`config.mk`:
```
export PLATFORM = sky130hd
export DESIGN_NAME = sar_conv_ctrl
export DESIGN_NICKNAME = d
export VERILOG_FILES = /design/src/inc/sar_conv_pkg.sv /design/src/inc/sar_shift_if.sv /design/src/sar_conv_ctrl.sv /design/src/sar_serial_shifter.sv
export SDC_FILE = /design/constraint.sdc
export NUM_CORES = 1
export LEC_CHECK = 0
export ABC_AREA = 1
export BUFFER_PORTS_ARGS = -buffer_cell sky130_fd_sc_hd__buf_2
export CAP_MARGIN = 10
export CORE_UTILIZATION = 35
export DETAILED_ROUTE_END_ITERATION = 10
export RECOVER_POWER = 25
export REMOVE_ABC_BUFFERS = 1
export SKIP_CTS_REPAIR_TIMING = 1
export SYNTH_ARGS = -nofsm -noshare
export SYNTH_HDL_FRONTEND = slang
export SYNTH_HIERARCHICAL = 1
export SYNTH_SLANG_ARGS = --single-unit
```
`constraint.sdc`:
```
create_clock -name clk_i -period 1.3 [get_ports clk_i]
set_input_delay 0.13 -clock clk_i [delete_from_list [all_inputs] [get_ports clk_i]]
set_output_delay 0.13 -clock clk_i [all_outputs]
set_load 0.005 [all_outputs]
```
`src/inc/sar_conv_pkg.sv`:
```
// Constants shared by the conversion sequencer and its serial shifter.
// Assumes a 10 MHz system clock; all times are in ns and become cycle counts here.
// Overview of operation
// - Busy stays within mode conversion limit.
// - Parallel result valid within conversion limit.
// - Result valid before busy falls, one cycle.
// - Read-during-convert frame starts after mode delay.
// - Read-after-convert frame starts at conversion end.
// - Busy falls just after frame marker falls.
// - Divider code sets minimum serial clock period.
// - First serial edge waits after frame start.
// - Frame marker waits after last serial edge.
// - High-rate read-after-convert busy kept short; busy covers the frame, within RAC_BUSY_MAX_NS for divider code 3 only.
// - Normal read-after-convert busy kept short; busy covers the frame, within RAC_BUSY_MAX_NS for divider code 3 only.
// - Low-power read-after-convert busy kept short; busy covers the frame, within RAC_BUSY_MAX_NS for divider code 3 only.
// - Serial clock floats after chip select rises.
// - Serial clock driven after chip select falls.
// - Slave output updates after external clock edge.
// - Byte order input swaps byte lanes in 8-bit parallel mode only.
`default_nettype none
package sar_conv_pkg;
  localparam int CLK_PERIOD_NS = 100;
  localparam int WORD_BITS = 16;
  localparam int CNT_W = 8;
  localparam logic [1:0] PORT_PAR16 = 2'h0;
  localparam logic [1:0] PORT_PAR8 = 2'h1;
  localparam logic [1:0] PORT_MASTER = 2'h2;
  localparam logic [1:0] PORT_SLAVE = 2'h3;
  localparam logic [4:0] PINS_RESET = 5'h03;
  localparam int PIN_CNV = 0;
  localparam int PIN_CS = 1;
  localparam int PIN_ESCLK = 2;
  localparam int PIN_CHAIN = 3;
  localparam int START_SPACING_NS [3] = '{1000, 1250, 1500};
  localparam int CONV_MAX_NS [3] = '{750, 1000, 1250};
  localparam int RDC_SYNC_NS [3] = '{25, 275, 525};
  localparam int DATA_LEAD_NS = 45;
  localparam int SYNC_TO_BUSY_NS = 25;
  localparam int FIRST_EDGE_NS [4] = '{3, 17, 17, 17};
  localparam int SCLK_MIN_NS [4] = '{25, 50, 100, 200};
  localparam int SCLK_MAX_NS [4] = '{40, 70, 140, 280};
  localparam int TRAIL_NS [4] = '{3, 60, 140, 300};
  localparam int RAC_BUSY_MAX_NS [3][4] = '{'{1500, 2000, 3000, 5250},
                                            '{1750, 2250, 3250, 5550},
                                            '{2000, 2500, 3500, 5750}};
  localparam int SERIAL_HALF_EDGES = 2 * WORD_BITS;

  // Least time: round up, at least one cycle
  function automatic logic [CNT_W-1:0] cyc_min(input int ns);
    int c;
    c = (ns + CLK_PERIOD_NS - 1) / CLK_PERIOD_NS;
    if (c < 1)
      c = 1;
    return CNT_W'(c);
  endfunction : cyc_min

  // Longest time: round down, at least one cycle
  function automatic logic [CNT_W-1:0] cyc_max(input int ns);
    int c;
    c = ns / CLK_PERIOD_NS;
    if (c < 1)
      c = 1;
    return CNT_W'(c);
  endfunction : cyc_max
endpackage : sar_conv_pkg
`default_nettype wire

```
`src/inc/sar_shift_if.sv`:
```
// Carrier between the conversion sequencer and the serial shifter.
// Assumes both ends run on the same clock.
`timescale 1ns/100ps
`default_nettype none
interface sar_shift_if;
  logic start;
  logic slave_load;
  logic slave_edge;
  logic chain_bit;
  logic [1:0] div;
  logic [15:0] word;
  logic done;
  logic sclk;
  logic sync;
  logic sdo;
  modport ctrl (output start, slave_load, slave_edge, chain_bit, div, word,
                input done, sclk, sync, sdo);
  modport shifter (input start, slave_load, slave_edge, chain_bit, div, word,
                   output done, sclk, sync, sdo);
endinterface : sar_shift_if
`default_nettype wire

```
`src/sar_conv_ctrl.sv`:
```
// Conversion sequencer: start/busy handshake, parallel result and serial modes.
// Assumes a 10 MHz clock; start, chip select, external clock and chain input are pins.
`timescale 1ns/100ps
`default_nettype none
module sar_conv_ctrl (
  input wire logic clk_i,
  input wire logic arst_n_i,
  input wire logic conversion_start_n_i,
  input wire logic cs_n_i,
  input wire logic ext_sclk_i,
  input wire logic chain_serial_in_i,
  input wire logic [1:0] throughput_mode_i,
  input wire logic [1:0] port_mode_i,
  input wire logic read_after_i,
  input wire logic [1:0] serial_clock_divider_i,
  input wire logic byte_order_select_i,
  input wire logic [15:0] sample_i,
  output logic busy_o,
  output logic [15:0] parallel_data_o,
  output logic sync_o,
  output logic sync_oe_o,
  output logic sclk_o,
  output logic sclk_oe_o,
  output logic serial_result_out_o,
  output logic serial_result_out_oe_o
);
  typedef enum logic [1:0] {ST_IDLE = 2'h0, ST_CONV = 2'h1, ST_RESULT = 2'h3, ST_XFER = 2'h2} conv_state_t;
  localparam int CW = sar_conv_pkg::CNT_W;

  sar_shift_if sh ();

  conv_state_t state;
  conv_state_t next_state;
  logic [4:0] pin_meta;
  logic [4:0] pin_sync;
  logic cnv_d;
  logic esclk_d;
  logic [CW-1:0] cnt;
  logic [15:0] result;
  logic sh_start;
  logic slave_load;
  logic [CW-1:0] busy_len;

  // Pins pass two flip-flops; edges compare the second against its delayed copy
  always_ff @(posedge clk_i or negedge arst_n_i)
  begin
    if (!arst_n_i)
    begin
      pin_meta <= sar_conv_pkg::PINS_RESET;
      pin_sync <= sar_conv_pkg::PINS_RESET;
      cnv_d <= 1'b1;
      esclk_d <= 1'b0;
    end
    else
    begin
      pin_meta <= {1'b0, chain_serial_in_i, ext_sclk_i, cs_n_i, conversion_start_n_i};
      pin_sync <= pin_meta;
      cnv_d <= pin_sync[sar_conv_pkg::PIN_CNV];
      esclk_d <= pin_sync[sar_conv_pkg::PIN_ESCLK];
    end
  end

  wire start_edge = cnv_d & ~pin_sync[sar_conv_pkg::PIN_CNV];
  wire esclk_edge = ~esclk_d & pin_sync[sar_conv_pkg::PIN_ESCLK];
  wire cs_active = ~pin_sync[sar_conv_pkg::PIN_CS];

  wire [1:0] tp_idx = (throughput_mode_i == 2'h3) ? 2'h2 : throughput_mode_i;
  wire is_master = (port_mode_i == sar_conv_pkg::PORT_MASTER);
  wire is_slave = (port_mode_i == sar_conv_pkg::PORT_SLAVE);
  wire is_par = ~port_mode_i[1];
  wire rac = is_master & read_after_i;
  wire rdc = is_master & ~read_after_i;
  wire [CW-1:0] conv_cyc = sar_conv_pkg::cyc_max(sar_conv_pkg::CONV_MAX_NS[tp_idx]);
  wire [CW-1:0] rdc_cyc = sar_conv_pkg::cyc_max(sar_conv_pkg::RDC_SYNC_NS[tp_idx]);
  wire conv_last = (state == ST_CONV) && (cnt == conv_cyc - 2'h2);
  wire swap_bytes = (port_mode_i == sar_conv_pkg::PORT_PAR8) && byte_order_select_i;
  wire [15:0] lane_data = swap_bytes ? {sample_i[7:0], sample_i[15:8]} : sample_i;

  always_comb
  begin
    next_state = state;
    case (state)
      ST_IDLE:
        if (start_edge)
          next_state = ST_CONV;
      ST_CONV:
        if (conv_last)
          next_state = ST_RESULT;
      ST_RESULT:
        next_state = rac ? ST_XFER : ST_IDLE;
      ST_XFER:
        if (sh.done)
          next_state = ST_IDLE;
      default:
        next_state = ST_IDLE;
    endcase
  end

  always_ff @(posedge clk_i or negedge arst_n_i)
  begin
    if (!arst_n_i)
    begin
      state <= ST_IDLE;
      cnt <= '0;
      busy_o <= 1'b0;
    end
    else
    begin
      state <= next_state;
      cnt <= (next_state != state) ? '0 : cnt + 1'b1;
      busy_o <= (next_state != ST_IDLE);
    end
  end

  // Result and parallel lanes are valid one cycle before busy falls
  always_ff @(posedge clk_i or negedge arst_n_i)
  begin
    if (!arst_n_i)
    begin
      result <= '0;
      parallel_data_o <= '0;
    end
    else if (conv_last)
    begin
      result <= sample_i;
      parallel_data_o <= lane_data;
    end
  end

  // Frame starts: mid-conversion with the previous word, or after it with the new one
  always_ff @(posedge clk_i or negedge arst_n_i)
  begin
    if (!arst_n_i)
    begin
      sh_start <= 1'b0;
      slave_load <= 1'b0;
    end
    else
    begin
      sh_start <= (rdc && state == ST_CONV && cnt == rdc_cyc - 1'b1)
                  || (rac && state == ST_RESULT);
      slave_load <= is_slave && conv_last;
    end
  end

  // Output enables follow the synchronised chip select
  always_ff @(posedge clk_i or negedge arst_n_i)
  begin
    if (!arst_n_i)
    begin
      sclk_oe_o <= 1'b0;
      sync_oe_o <= 1'b0;
      serial_result_out_oe_o <= 1'b0;
    end
    else
    begin
      sclk_oe_o <= is_master && cs_active;
      sync_oe_o <= is_master && cs_active;
      serial_result_out_oe_o <= (is_master || is_slave) && cs_active;
    end
  end

  assign sh.start = sh_start;
  assign sh.slave_load = slave_load;
  assign sh.slave_edge = is_slave && esclk_edge;
  assign sh.chain_bit = pin_sync[sar_conv_pkg::PIN_CHAIN];
  assign sh.div = serial_clock_divider_i;
  assign sh.word = result;

  sar_serial_shifter u_shifter (
    .clk_i(clk_i),
    .arst_n_i(arst_n_i),
    .sh(sh)
  );

  assign sclk_o = sh.sclk;
  assign sync_o = sh.sync;
  assign serial_result_out_o = sh.sdo;

  // Cycles since busy rose, for the checks below
  always_ff @(posedge clk_i or negedge arst_n_i)
  begin
    if (!arst_n_i)
      busy_len <= '0;
    else if (!busy_o)
      busy_len <= '0;
    else
      busy_len <= busy_len + 1'b1;
  end

  property p_busy_bound;
    @(posedge clk_i) disable iff (!arst_n_i) busy_o && !rac |-> busy_len < conv_cyc;
  endproperty
  a_busy_bound: assert property (p_busy_bound) else $error("busy exceeded conversion limit");
  property p_data_in_time;
    @(posedge clk_i) disable iff (!arst_n_i) state == ST_RESULT && is_par |-> busy_len == conv_cyc - 1'b1;
  endproperty
  a_data_in_time: assert property (p_data_in_time) else $error("parallel result late");
  property p_data_before_busy_low;
    @(posedge clk_i) disable iff (!arst_n_i) $fell(busy_o) && !rac |-> $past(state) == ST_RESULT;
  endproperty
  a_data_before_busy_low: assert property (p_data_before_busy_low) else $error("busy fell without valid data");
  property p_rdc_frame;
    @(posedge clk_i) disable iff (!arst_n_i) start_edge && state == ST_IDLE && rdc |-> ##[2:7] sh.sync;
  endproperty
  a_rdc_frame: assert property (p_rdc_frame) else $error("read-during-convert frame not started");
  property p_rac_frame;
    @(posedge clk_i) disable iff (!arst_n_i) $rose(sh.sync) && rac |-> busy_o && busy_len > conv_cyc;
  endproperty
  a_rac_frame: assert property (p_rac_frame) else $error("read-after-convert frame before conversion end");
  property p_busy_after_sync;
    @(posedge clk_i) disable iff (!arst_n_i) $fell(sh.sync) && rac |-> busy_o ##1 !busy_o;
  endproperty
  a_busy_after_sync: assert property (p_busy_after_sync) else $error("busy not released after frame");
  property p_sclk_float;
    @(posedge clk_i) disable iff (!arst_n_i) $rose(pin_sync[sar_conv_pkg::PIN_CS]) |=> !sclk_oe_o;
  endproperty
  a_sclk_float: assert property (p_sclk_float) else $error("serial clock still driven");
  property p_sclk_drive;
    @(posedge clk_i) disable iff (!arst_n_i) $fell(pin_sync[sar_conv_pkg::PIN_CS]) && is_master |=> sclk_oe_o;
  endproperty
  a_sclk_drive: assert property (p_sclk_drive) else $error("serial clock not driven");
  c_parallel_conv: cover property (@(posedge clk_i) disable iff (!arst_n_i) $fell(busy_o) && is_par);
  c_rac_frame: cover property (@(posedge clk_i) disable iff (!arst_n_i) $fell(sh.sync) && rac);
  c_rdc_frame: cover property (@(posedge clk_i) disable iff (!arst_n_i) $rose(sh.sync) && rdc);
  c_byte_swap: cover property (@(posedge clk_i) disable iff (!arst_n_i) state == ST_RESULT && swap_bytes);
endmodule : sar_conv_ctrl
`default_nettype wire

```
`src/sar_serial_shifter.sv`:
```
// Serial result shifter: master frames with internal clock, or slave shifting.
// Assumes start and loads come from the sequencer on the same clock.
`timescale 1ns/100ps
`default_nettype none
module sar_serial_shifter (
  input wire logic clk_i,
  input wire logic arst_n_i,
  sar_shift_if.shifter sh
);
  typedef enum logic [1:0] {SH_IDLE = 2'h0, SH_LEAD = 2'h1, SH_RUN = 2'h3, SH_TRAIL = 2'h2} shift_state_t;
  localparam int CW = sar_conv_pkg::CNT_W;
  shift_state_t st;
  logic [CW-1:0] cnt;
  logic [5:0] half_edges;
  logic [15:0] shreg;
  logic [4:0] frame_rises;

  wire [CW-1:0] lead_cyc = sar_conv_pkg::cyc_min(sar_conv_pkg::FIRST_EDGE_NS[sh.div]);
  wire [CW-1:0] half_cyc = sar_conv_pkg::cyc_min(sar_conv_pkg::SCLK_MIN_NS[sh.div] / 2);
  wire [CW-1:0] trail_cyc = sar_conv_pkg::cyc_min(sar_conv_pkg::TRAIL_NS[sh.div]);
  wire last_half = (half_edges == 6'(sar_conv_pkg::SERIAL_HALF_EDGES - 1));

  always_ff @(posedge clk_i or negedge arst_n_i)
  begin
    if (!arst_n_i)
    begin
      st <= SH_IDLE;
      cnt <= '0;
      half_edges <= '0;
      shreg <= '0;
      sh.sclk <= 1'b0;
      sh.sync <= 1'b0;
      sh.done <= 1'b0;
    end
    else
    begin
      sh.done <= 1'b0;
      case (st)
        SH_IDLE:
        begin
          cnt <= '0;
          half_edges <= '0;
          if (sh.start)
          begin
            shreg <= sh.word;
            sh.sync <= 1'b1;
            st <= SH_LEAD;
          end
          else if (sh.slave_load)
            shreg <= sh.word;
          else if (sh.slave_edge)
            shreg <= {shreg[14:0], sh.chain_bit};
        end
        SH_LEAD:
          if (cnt == lead_cyc - 1'b1)
          begin
            cnt <= '0;
            st <= SH_RUN;
          end
          else
            cnt <= cnt + 1'b1;
        SH_RUN:
          if (cnt == half_cyc - 1'b1)
          begin
            cnt <= '0;
            sh.sclk <= ~sh.sclk;
            half_edges <= half_edges + 1'b1;
            if (sh.sclk)
              shreg <= {shreg[14:0], 1'b0};
            if (last_half)
              st <= SH_TRAIL;
          end
          else
            cnt <= cnt + 1'b1;
        SH_TRAIL:
          if (cnt == trail_cyc - 1'b1)
          begin
            sh.sync <= 1'b0;
            sh.done <= 1'b1;
            st <= SH_IDLE;
          end
          else
            cnt <= cnt + 1'b1;
        default:
          st <= SH_IDLE;
      endcase
    end
  end

  assign sh.sdo = shreg[15];

  // Rising serial edges seen in the current frame
  always_ff @(posedge clk_i or negedge arst_n_i)
  begin
    if (!arst_n_i)
      frame_rises <= '0;
    else if (!sh.sync)
      frame_rises <= '0;
    else if (!sh.sclk && st == SH_RUN && cnt == half_cyc - 1'b1)
      frame_rises <= frame_rises + 1'b1;
  end

  property p_sixteen_clocks;
    @(posedge clk_i) disable iff (!arst_n_i) $fell(sh.sync) |-> $past(frame_rises) == 5'h10;
  endproperty
  a_sixteen_clocks: assert property (p_sixteen_clocks) else $error("frame did not carry 16 clocks");
  property p_first_edge_delay;
    @(posedge clk_i) disable iff (!arst_n_i) $rose(sh.sync) |-> !sh.sclk ##1 !sh.sclk;
  endproperty
  a_first_edge_delay: assert property (p_first_edge_delay) else $error("serial clock too soon after frame");
  property p_trail_delay;
    @(posedge clk_i) disable iff (!arst_n_i) $fell(sh.sync) |-> $past(sh.sclk) == 1'b0 && !sh.sclk;
  endproperty
  a_trail_delay: assert property (p_trail_delay) else $error("frame marker fell too soon");
  property p_clock_high_time;
    @(posedge clk_i) disable iff (!arst_n_i) $rose(sh.sclk) |-> sh.sync ##1 $fell(sh.sclk) && sh.sync;
  endproperty
  a_clock_high_time: assert property (p_clock_high_time) else $error("serial clock high time wrong");
  property p_slave_update;
    @(posedge clk_i) disable iff (!arst_n_i)
      st == SH_IDLE && !sh.start && !sh.slave_load && sh.slave_edge |=> sh.sdo == $past(shreg[14]);
  endproperty
  a_slave_update: assert property (p_slave_update) else $error("slave output not updated");
  c_frame_done: cover property (@(posedge clk_i) disable iff (!arst_n_i) $fell(sh.sync));
endmodule : sar_serial_shifter
`default_nettype wire

```
=== Yosys cells after proc, flatten, opt, wreduce, memory -nomap -nowiden ===
Cells that the tools add are included.

* Bits of input ports: 30
* Logic and storage cells: 156
* Register bits after elaboration: 92
* Output and inout port bits: 23

* $add $sub $neg: 15
* Equal/unequal tests: 25
* Divide/modulo/power cells: 5
* Muxes and demuxes: 51
* Bitwise gates (word level): 12
* Reductions and logical operators: 21
* Order comparisons: 7

{| class="wikitable"
|+ Operators by type and width
! kind !! number
|-
| $bmux 32 s2 || 5
|-
| $mux 32 || 10
|-
| $div 32x8->32 const B || 5
|-
| $lt 32x2->1 const B || 5
|-
| $add 32x8->32 const B || 3
|-
| $mux 16 || 6
|-
| $sub 32x2->32 const B || 3
|-
| $mux 8 || 9
|-
| $eq 8x8->1 || 5
|-
| $add 32x1->32 || 1
|-
| $pmux 16 s2 || 1
|-
| $pmux 8 s4 || 1
|-
| $sub 8x1->8 const B || 4
|-
| $mux 2 || 10
|-
| $add 8x1->8 const B || 2
|-
| $pmux 2 s4 || 2
|-
| $eq 2x2->1 const B || 7
|-
| $pmux 6 s2 || 1
|-
| $ne 2x1->1 const B || 5
|-
| $logic_and 1x1->1 || 9
|-
| $sub 8x2->8 const B || 1
|-
| $add 6x1->6 const B || 1
|-
| $eq 2x1->1 const B || 3
|-
| $eq 6x5->1 const B || 1
|-
| other kinds (17) || 36
|}

=== Depth between registers and ports, before layout ===
* Word-level depth: 16
* Depth in mapped cells: 17
* Mapped depth without buffers: 17

=== By module ===
The synthesis kept the hierarchy.

{| class="wikitable"
|+ Modules (own cells, without submodules)
! module !! area an instance (um^2) !! times used !! seq. area each (um^2) !! cells an instance
|-
| sar_conv_ctrl || 2596.2 || 1 || 1432.6 || 271
|-
| sar_serial_shifter || 2219.6 || 1 || 875.8 || 266
|}

=== Least setup slack after synthesis ===
No wires, ideal clock.

* Kind: input to register
* Start: in serial_clock_divider_i[1]
* End: reg u_shifter.cnt[0]
* Path slack: -393 ps
* Cell stages on the path: 16
* Path buffers: 0
* Arrival time: 1565 ps
* Setup time: 128 ps
* Required time: 1172 ps
* Cell sequence: inv_1 -> ha_1 -> nand2_1 -> nand2_1 -> nand2_1 -> ha_1 -> nand2_1 -> nand3_1 -> nor2_1 -> nand2_1 -> inv_1 -> nand2_1 -> nand2_1 -> nand2_1 -> nand2_1 -> o21ai_0

* Word-level cells in the longest chain between the ends: 15
* Elaborated cells between the ends (all ways): 37
* Classes of those cells: add/sub (10); div (3); order compare (3); eq/ne (4); mux (15); bitwise (2)

{| class="wikitable"
|+ Ends and longest elaborated chain
! item !! RTL line !! text
|-
| start: declaration || sar_conv_ctrl.sv:15 || <nowiki>input wire logic [1:0] serial_clock_divider_i,</nowiki>
|-
| $not 2->3 (not written as such) * || sar_serial_shifter.sv:18, sar_serial_shifter.sv:19, sar_serial_shifter.sv:20 ||
|-
| $bmux 32 s2 || sar_serial_shifter.sv:19 || <nowiki>wire [CW-1:0] half_cyc = sar_conv_pkg::cyc_min(sar_conv_pkg::SCLK_MIN_NS[sh.div] / 2);</nowiki>
|-
| $mux 32 (not written as such) (2 in a row) || sar_serial_shifter.sv:19 ||
|-
| $and 1x1->1 (no source line) || -- ||
|-
| $add 32x1->32 (no source line) || -- ||
|-
| $add 32x8->32 || sar_conv_pkg.sv:51 || <nowiki>c = (ns + CLK_PERIOD_NS - 1) / CLK_PERIOD_NS;</nowiki>
|-
| $sub 32x2->32 || sar_conv_pkg.sv:51 ||
|-
| $div 32x8->32 || sar_conv_pkg.sv:51 ||
|-
| $lt 32x2->1 || sar_conv_pkg.sv:52 || <nowiki>if (c < 1)</nowiki>
|-
| $mux 8 || sar_conv_pkg.sv:52 ||
|-
| $sub 8x1->8 || sar_serial_shifter.sv:63 || <nowiki>if (cnt == half_cyc - 1'b1)</nowiki>
|-
| $eq 8x8->1 || -- ||
|-
| $mux 8 || sar_serial_shifter.sv:63 ||
|-
| $pmux 8 s4 || sar_serial_shifter.sv:38 || <nowiki>case (st)</nowiki>
|-
| end signal: assignment || sar_serial_shifter.sv:61 || <nowiki>cnt <= cnt + 1'b1;</nowiki>
|-
| end signal: assignment || sar_serial_shifter.sv:74 || <nowiki>cnt <= cnt + 1'b1;</nowiki>
|-
| end signal: assignment || sar_serial_shifter.sv:83 || <nowiki>cnt <= cnt + 1'b1;</nowiki>
|-
| end: declaration || sar_serial_shifter.sv:13 || <nowiki>logic [CW-1:0] cnt;</nowiki>
|}

Mark *: on every way between the ends. The rest lies on a longest branch, timed or not. The select of a mux whose other input is x is not followed.
A chain may end at the register's enable or synchronous reset.

==> out/qor.log <==
INFO  outcome        run_status=complete, but fails checks
INFO  outcome        violations=negative setup slack
INFO  worst_setup_path ff2ff_path_depth=9
INFO  clock_tree     tritoncts_num_sinks=92
INFO  timing         max_freq=0.658GHz
INFO  place          placement.setup.worst_slack=-715ps
INFO  timing         finalClockSkew=9.40ps
INFO  logic_synthesis synth-warning-count=6
INFO  worst_hold_path hp-class=in -> reg
INFO  job            timing.max_cap.violations=0
INFO  clock_tree     clock_tree.htree_level_count=3
INFO  global_route   track_usage=0.152
INFO  worst_setup_path timing.critical_path.arrival=1740ps
INFO  floorplan      io-pin-count=53
INFO  floorplan      initial_core_util=0.361
INFO  global_route   grt_max_degree=41
INFO  layout         antennaDiodeCount=0
INFO  worst_setup_path required=1520ps
INFO  logic_synthesis synth_register_bits=92
INFO  worst_setup_path setup.worst_path.start_class=flip-flop
INFO  layout         final_core_util=0.523
INFO  routing        detail_route.drc_violations=0
INFO  logic_synthesis yosys_most_used_dff=sky130_fd_sc_hd__dfrtp_1
INFO  timing         max-slew-margin-rel=0.414
INFO  routing        finalWirelength=11900microns
INFO  worst_setup_path worst_reg_to_reg_setup_slack=-220ps
INFO  clock_tree     clock_transition_at_the_registers_of_the_reported_paths=60ps
INFO  timing         final-setup-viol-count=77
INFO  logic_synthesis syn-cell-area=4820squm
INFO  place          io_buffer_count=52
INFO  floorplan      fp.coreArea=13300squm
INFO  logic_synthesis synth_sequential_area_ratio=0.479
INFO  global_route   grt-ovfl-total=0
INFO  floorplan      fp.dieH=119microns
INFO  timing         grt_setup_unrepaired=yes
INFO  routing        detail-route-antenna-nets=0
INFO  routing        drt-vias-per-instance=4.77
INFO  layout         fraction_of_layout_instances_using_a_drive_strength_above_1=0.507
INFO  timing         finalHoldWorstSlack=42.8ps
INFO  global_route   grt_antenna_before_repair=0
INFO  worst_hold_path min-delay-start=sample_i[2]
INFO  global_route   grt_first_pass_wirelength=17400microns
INFO  place          gp_congestion=0.849
INFO  layout         mostFrequentLayoutCells=sky130_fd_sc_hd__nand2_1, sky130_fd_sc_hd__dfrtp_1, sky130_fd_sc_hd__buf_4
INFO  place          placed_cell_area=5830squm
INFO  pwr            vdd_drop_max=1.02mV
INFO  clock_tree     cts_buffers=9
INFO  logic_synthesis ys_async_sr_fraction=1.00
INFO  logic_synthesis post_synthesis_instance_total=537
INFO  routing        detailroute.via_count=4134
INFO  floorplan      die_area=14200squm
INFO  worst_hold_path whs_endpoint=result[2]$_DFFE_PN0P_
INFO  pwr            leakage=0.00346uW
INFO  clock_tree     clock_tree_from_tritoncts=yes
INFO  layout         flow.area_growth_from_synthesis=45.0%
INFO  global_route   first_global_vias=3851
INFO  clock_tree     cts_root_buf=sky130_fd_sc_hd__clkbuf_16
INFO  worst_setup_path worstSetupEndpointType=flip-flop
INFO  logic_synthesis netlist-cell-type-count=37
INFO  worst_setup_path crit-reg2reg-launch=cnt[0]$_DFF_PN0_
INFO  place          hpwl=7640microns
INFO  floorplan      die_w=119microns
INFO  clock_tree     clock_tree.buffer_depth=2
INFO  floorplan      placement_rows=42
INFO  routing        detailedRoute.firstPassIterationCount=5
INFO  logic_synthesis synth_edf_count=0
INFO  layout         final_stage_net_count=728
INFO  timing         layout_worst_path_cycle_share=1.17
INFO  timing         worst_slew_pin_slew=879ps
INFO  timing         drv_slew=0
INFO  logic_synthesis synth.avg_cell_area=8.97squm
INFO  timing         hold_fails_final_rpt=0
INFO  layout         layout.cells.most_common=sky130_fd_sc_hd__nand2_1
INFO  routing        wire_per_inst=13.8microns
INFO  routing        detail_route.iter0.violations=239
INFO  layout         postLayoutCellArea=6980squm
INFO  worst_setup_path worstSetupPathType=reg -> reg
INFO  clock_tree     clkLatencyLatePin=340ps
INFO  pwr            power.density_cell_area=1910nW/um^2
INFO  timing         worst_slack=-221ps
INFO  worst_hold_path worst_hold_depth=3
INFO  worst_setup_path critical_path.reg2reg.endpoint=parallel_data_o[9]$_DFFE_PN0P_
INFO  worst_setup_path worst-path-max-fanout=9
INFO  timing         layout_min_cycle_time=1520ps
-- Yosys cell counts (all sizes together) (6+ instances only) --
master | n | area, sq um
nor2 | 48 | 210
a21oi | 14 | 85.1
nand4 | 10 | 77.6
o21ai | 53 | 370
mux2 | 15 | 169
buf | 14 | 131
nand3 | 38 | 195
dfrtp | 87 | 2180
inv | 58 | 218
xor2 | 12 | 105
nand2 | 148 | 628
xnor2 | 6 | 52.6
ha | 12 | 150
-- critical path, cell delays in order (launching register included) --
cell and delay [ps]:
sky130_fd_sc_hd__dfrtp_2 450, sky130_fd_sc_hd__inv_4 100, sky130_fd_sc_hd__nand2_4 50, sky130_fd_sc_hd__nand2_2 60, sky130_fd_sc_hd__o211ai_2 90, sky130_fd_sc_hd__nor2_4 180
sky130_fd_sc_hd__nand2_8 150, sky130_fd_sc_hd__clkbuf_16 200, sky130_fd_sc_hd__nand2_2 60, sky130_fd_sc_hd__o21ai_2 50
-- worst max-delay path by stage --
stage,cells past startpoint,slack (ps),start,end
global placement,17,-600,serial_clock_divider_i[1],u_shifter/cnt[1]$_DFFE_PN0N_
CTS,17,-370,serial_clock_divider_i[1],u_shifter/cnt[0]$_DFFE_PN0N_
floorplan,8,-400,cnt[0]$_DFF_PN0_,busy_o$_DFF_PN0_
detailed placement,17,-720,serial_clock_divider_i[1],u_shifter/cnt[0]$_DFFE_PN0N_
global route,8,-290,u_shifter/cnt[7]$_DFFE_PN0N_,u_shifter/shreg[2]$_DFFE_PN0P_
finish,9,-220,cnt[0]$_DFF_PN0_,parallel_data_o[9]$_DFFE_PN0P_
-- per-layer routing --
layer | share of wire | track usage | up-vias
met1 | 0.43 | 0.189 | 2028
li1 | - | - | 2018
met4 | 0.022 | 0.0664 | 0
met2 | 0.52 | 0.258 | 67
met3 | 0.024 | 0.0263 | 21
met5 | 0 | 0 | -
-- report_power, final --
group          leakage (uW)  internal, uW  switching [uW]  total, uW
Sequential          0.00119          3780             745       4520
Clock              0.000131          1340            1110       2460
Combinational       0.00215          3000            3360       6360
-- flip-flops by register name (all words and copies together) (netlist names) --
name                    count
cnt                         8
u_shifter/st                2
pin_meta                    4
cnv_d                       1
u_shifter/cnt               8
u_shifter/shreg            16
sh.slave_load               1
esclk_d                     1
parallel_data_o            16
busy_o                      1
u_shifter/sh.sync           1
state                       2
serial_result_out_oe_o      1
pin_sync                    4
u_shifter/sh.done           1
u_shifter/sh.sclk           1
sh.start                    1
u_shifter/half_edges        6
sclk_oe_o                   1
result                     16
-- area by class of cell --
class,instances,area (sq um)
clock buffers,10,239
clock inverters,5,37.5
fillers,1225,6360
inverters,58,238
multi-input cells,371,2630
flip-flops and latches,92,2310
well taps,176,220
repair buffers,154,1310
-- logic make-up (layout without fill, tap and decap cells) --
family                     Yosys count  in the layout  share of synthesized area
buffers and inverters               75            227                     0.0748
xor gates and xnor gates            18             18                     0.0327
adders and majority gates           12             12                     0.0312
muxes                               16             16                     0.0372
AOI/OAI and AO/OA                   73             73                      0.105
and+or+nand+nor                    250            251                      0.239
other                                1              1                   0.000779
DFF                                 92             92                      0.479
-- per-stage QoR --
| stage | setup TNS, ps | power [uW] | cells |
|---|---|---|---|
| after floorplan | -16950 | 7280 | 520 |
| after global placement | -18370 | 9220 | 824 |
| after detailed placement | -21800 | 9390 | 824 |
| after CTS | -11490 | 11900 | 839 |
| after global routing | -17220 | 14200 | 866 |
| final | -11130 | 13300 | 866 |
Power figures use the tool's default switching activity.
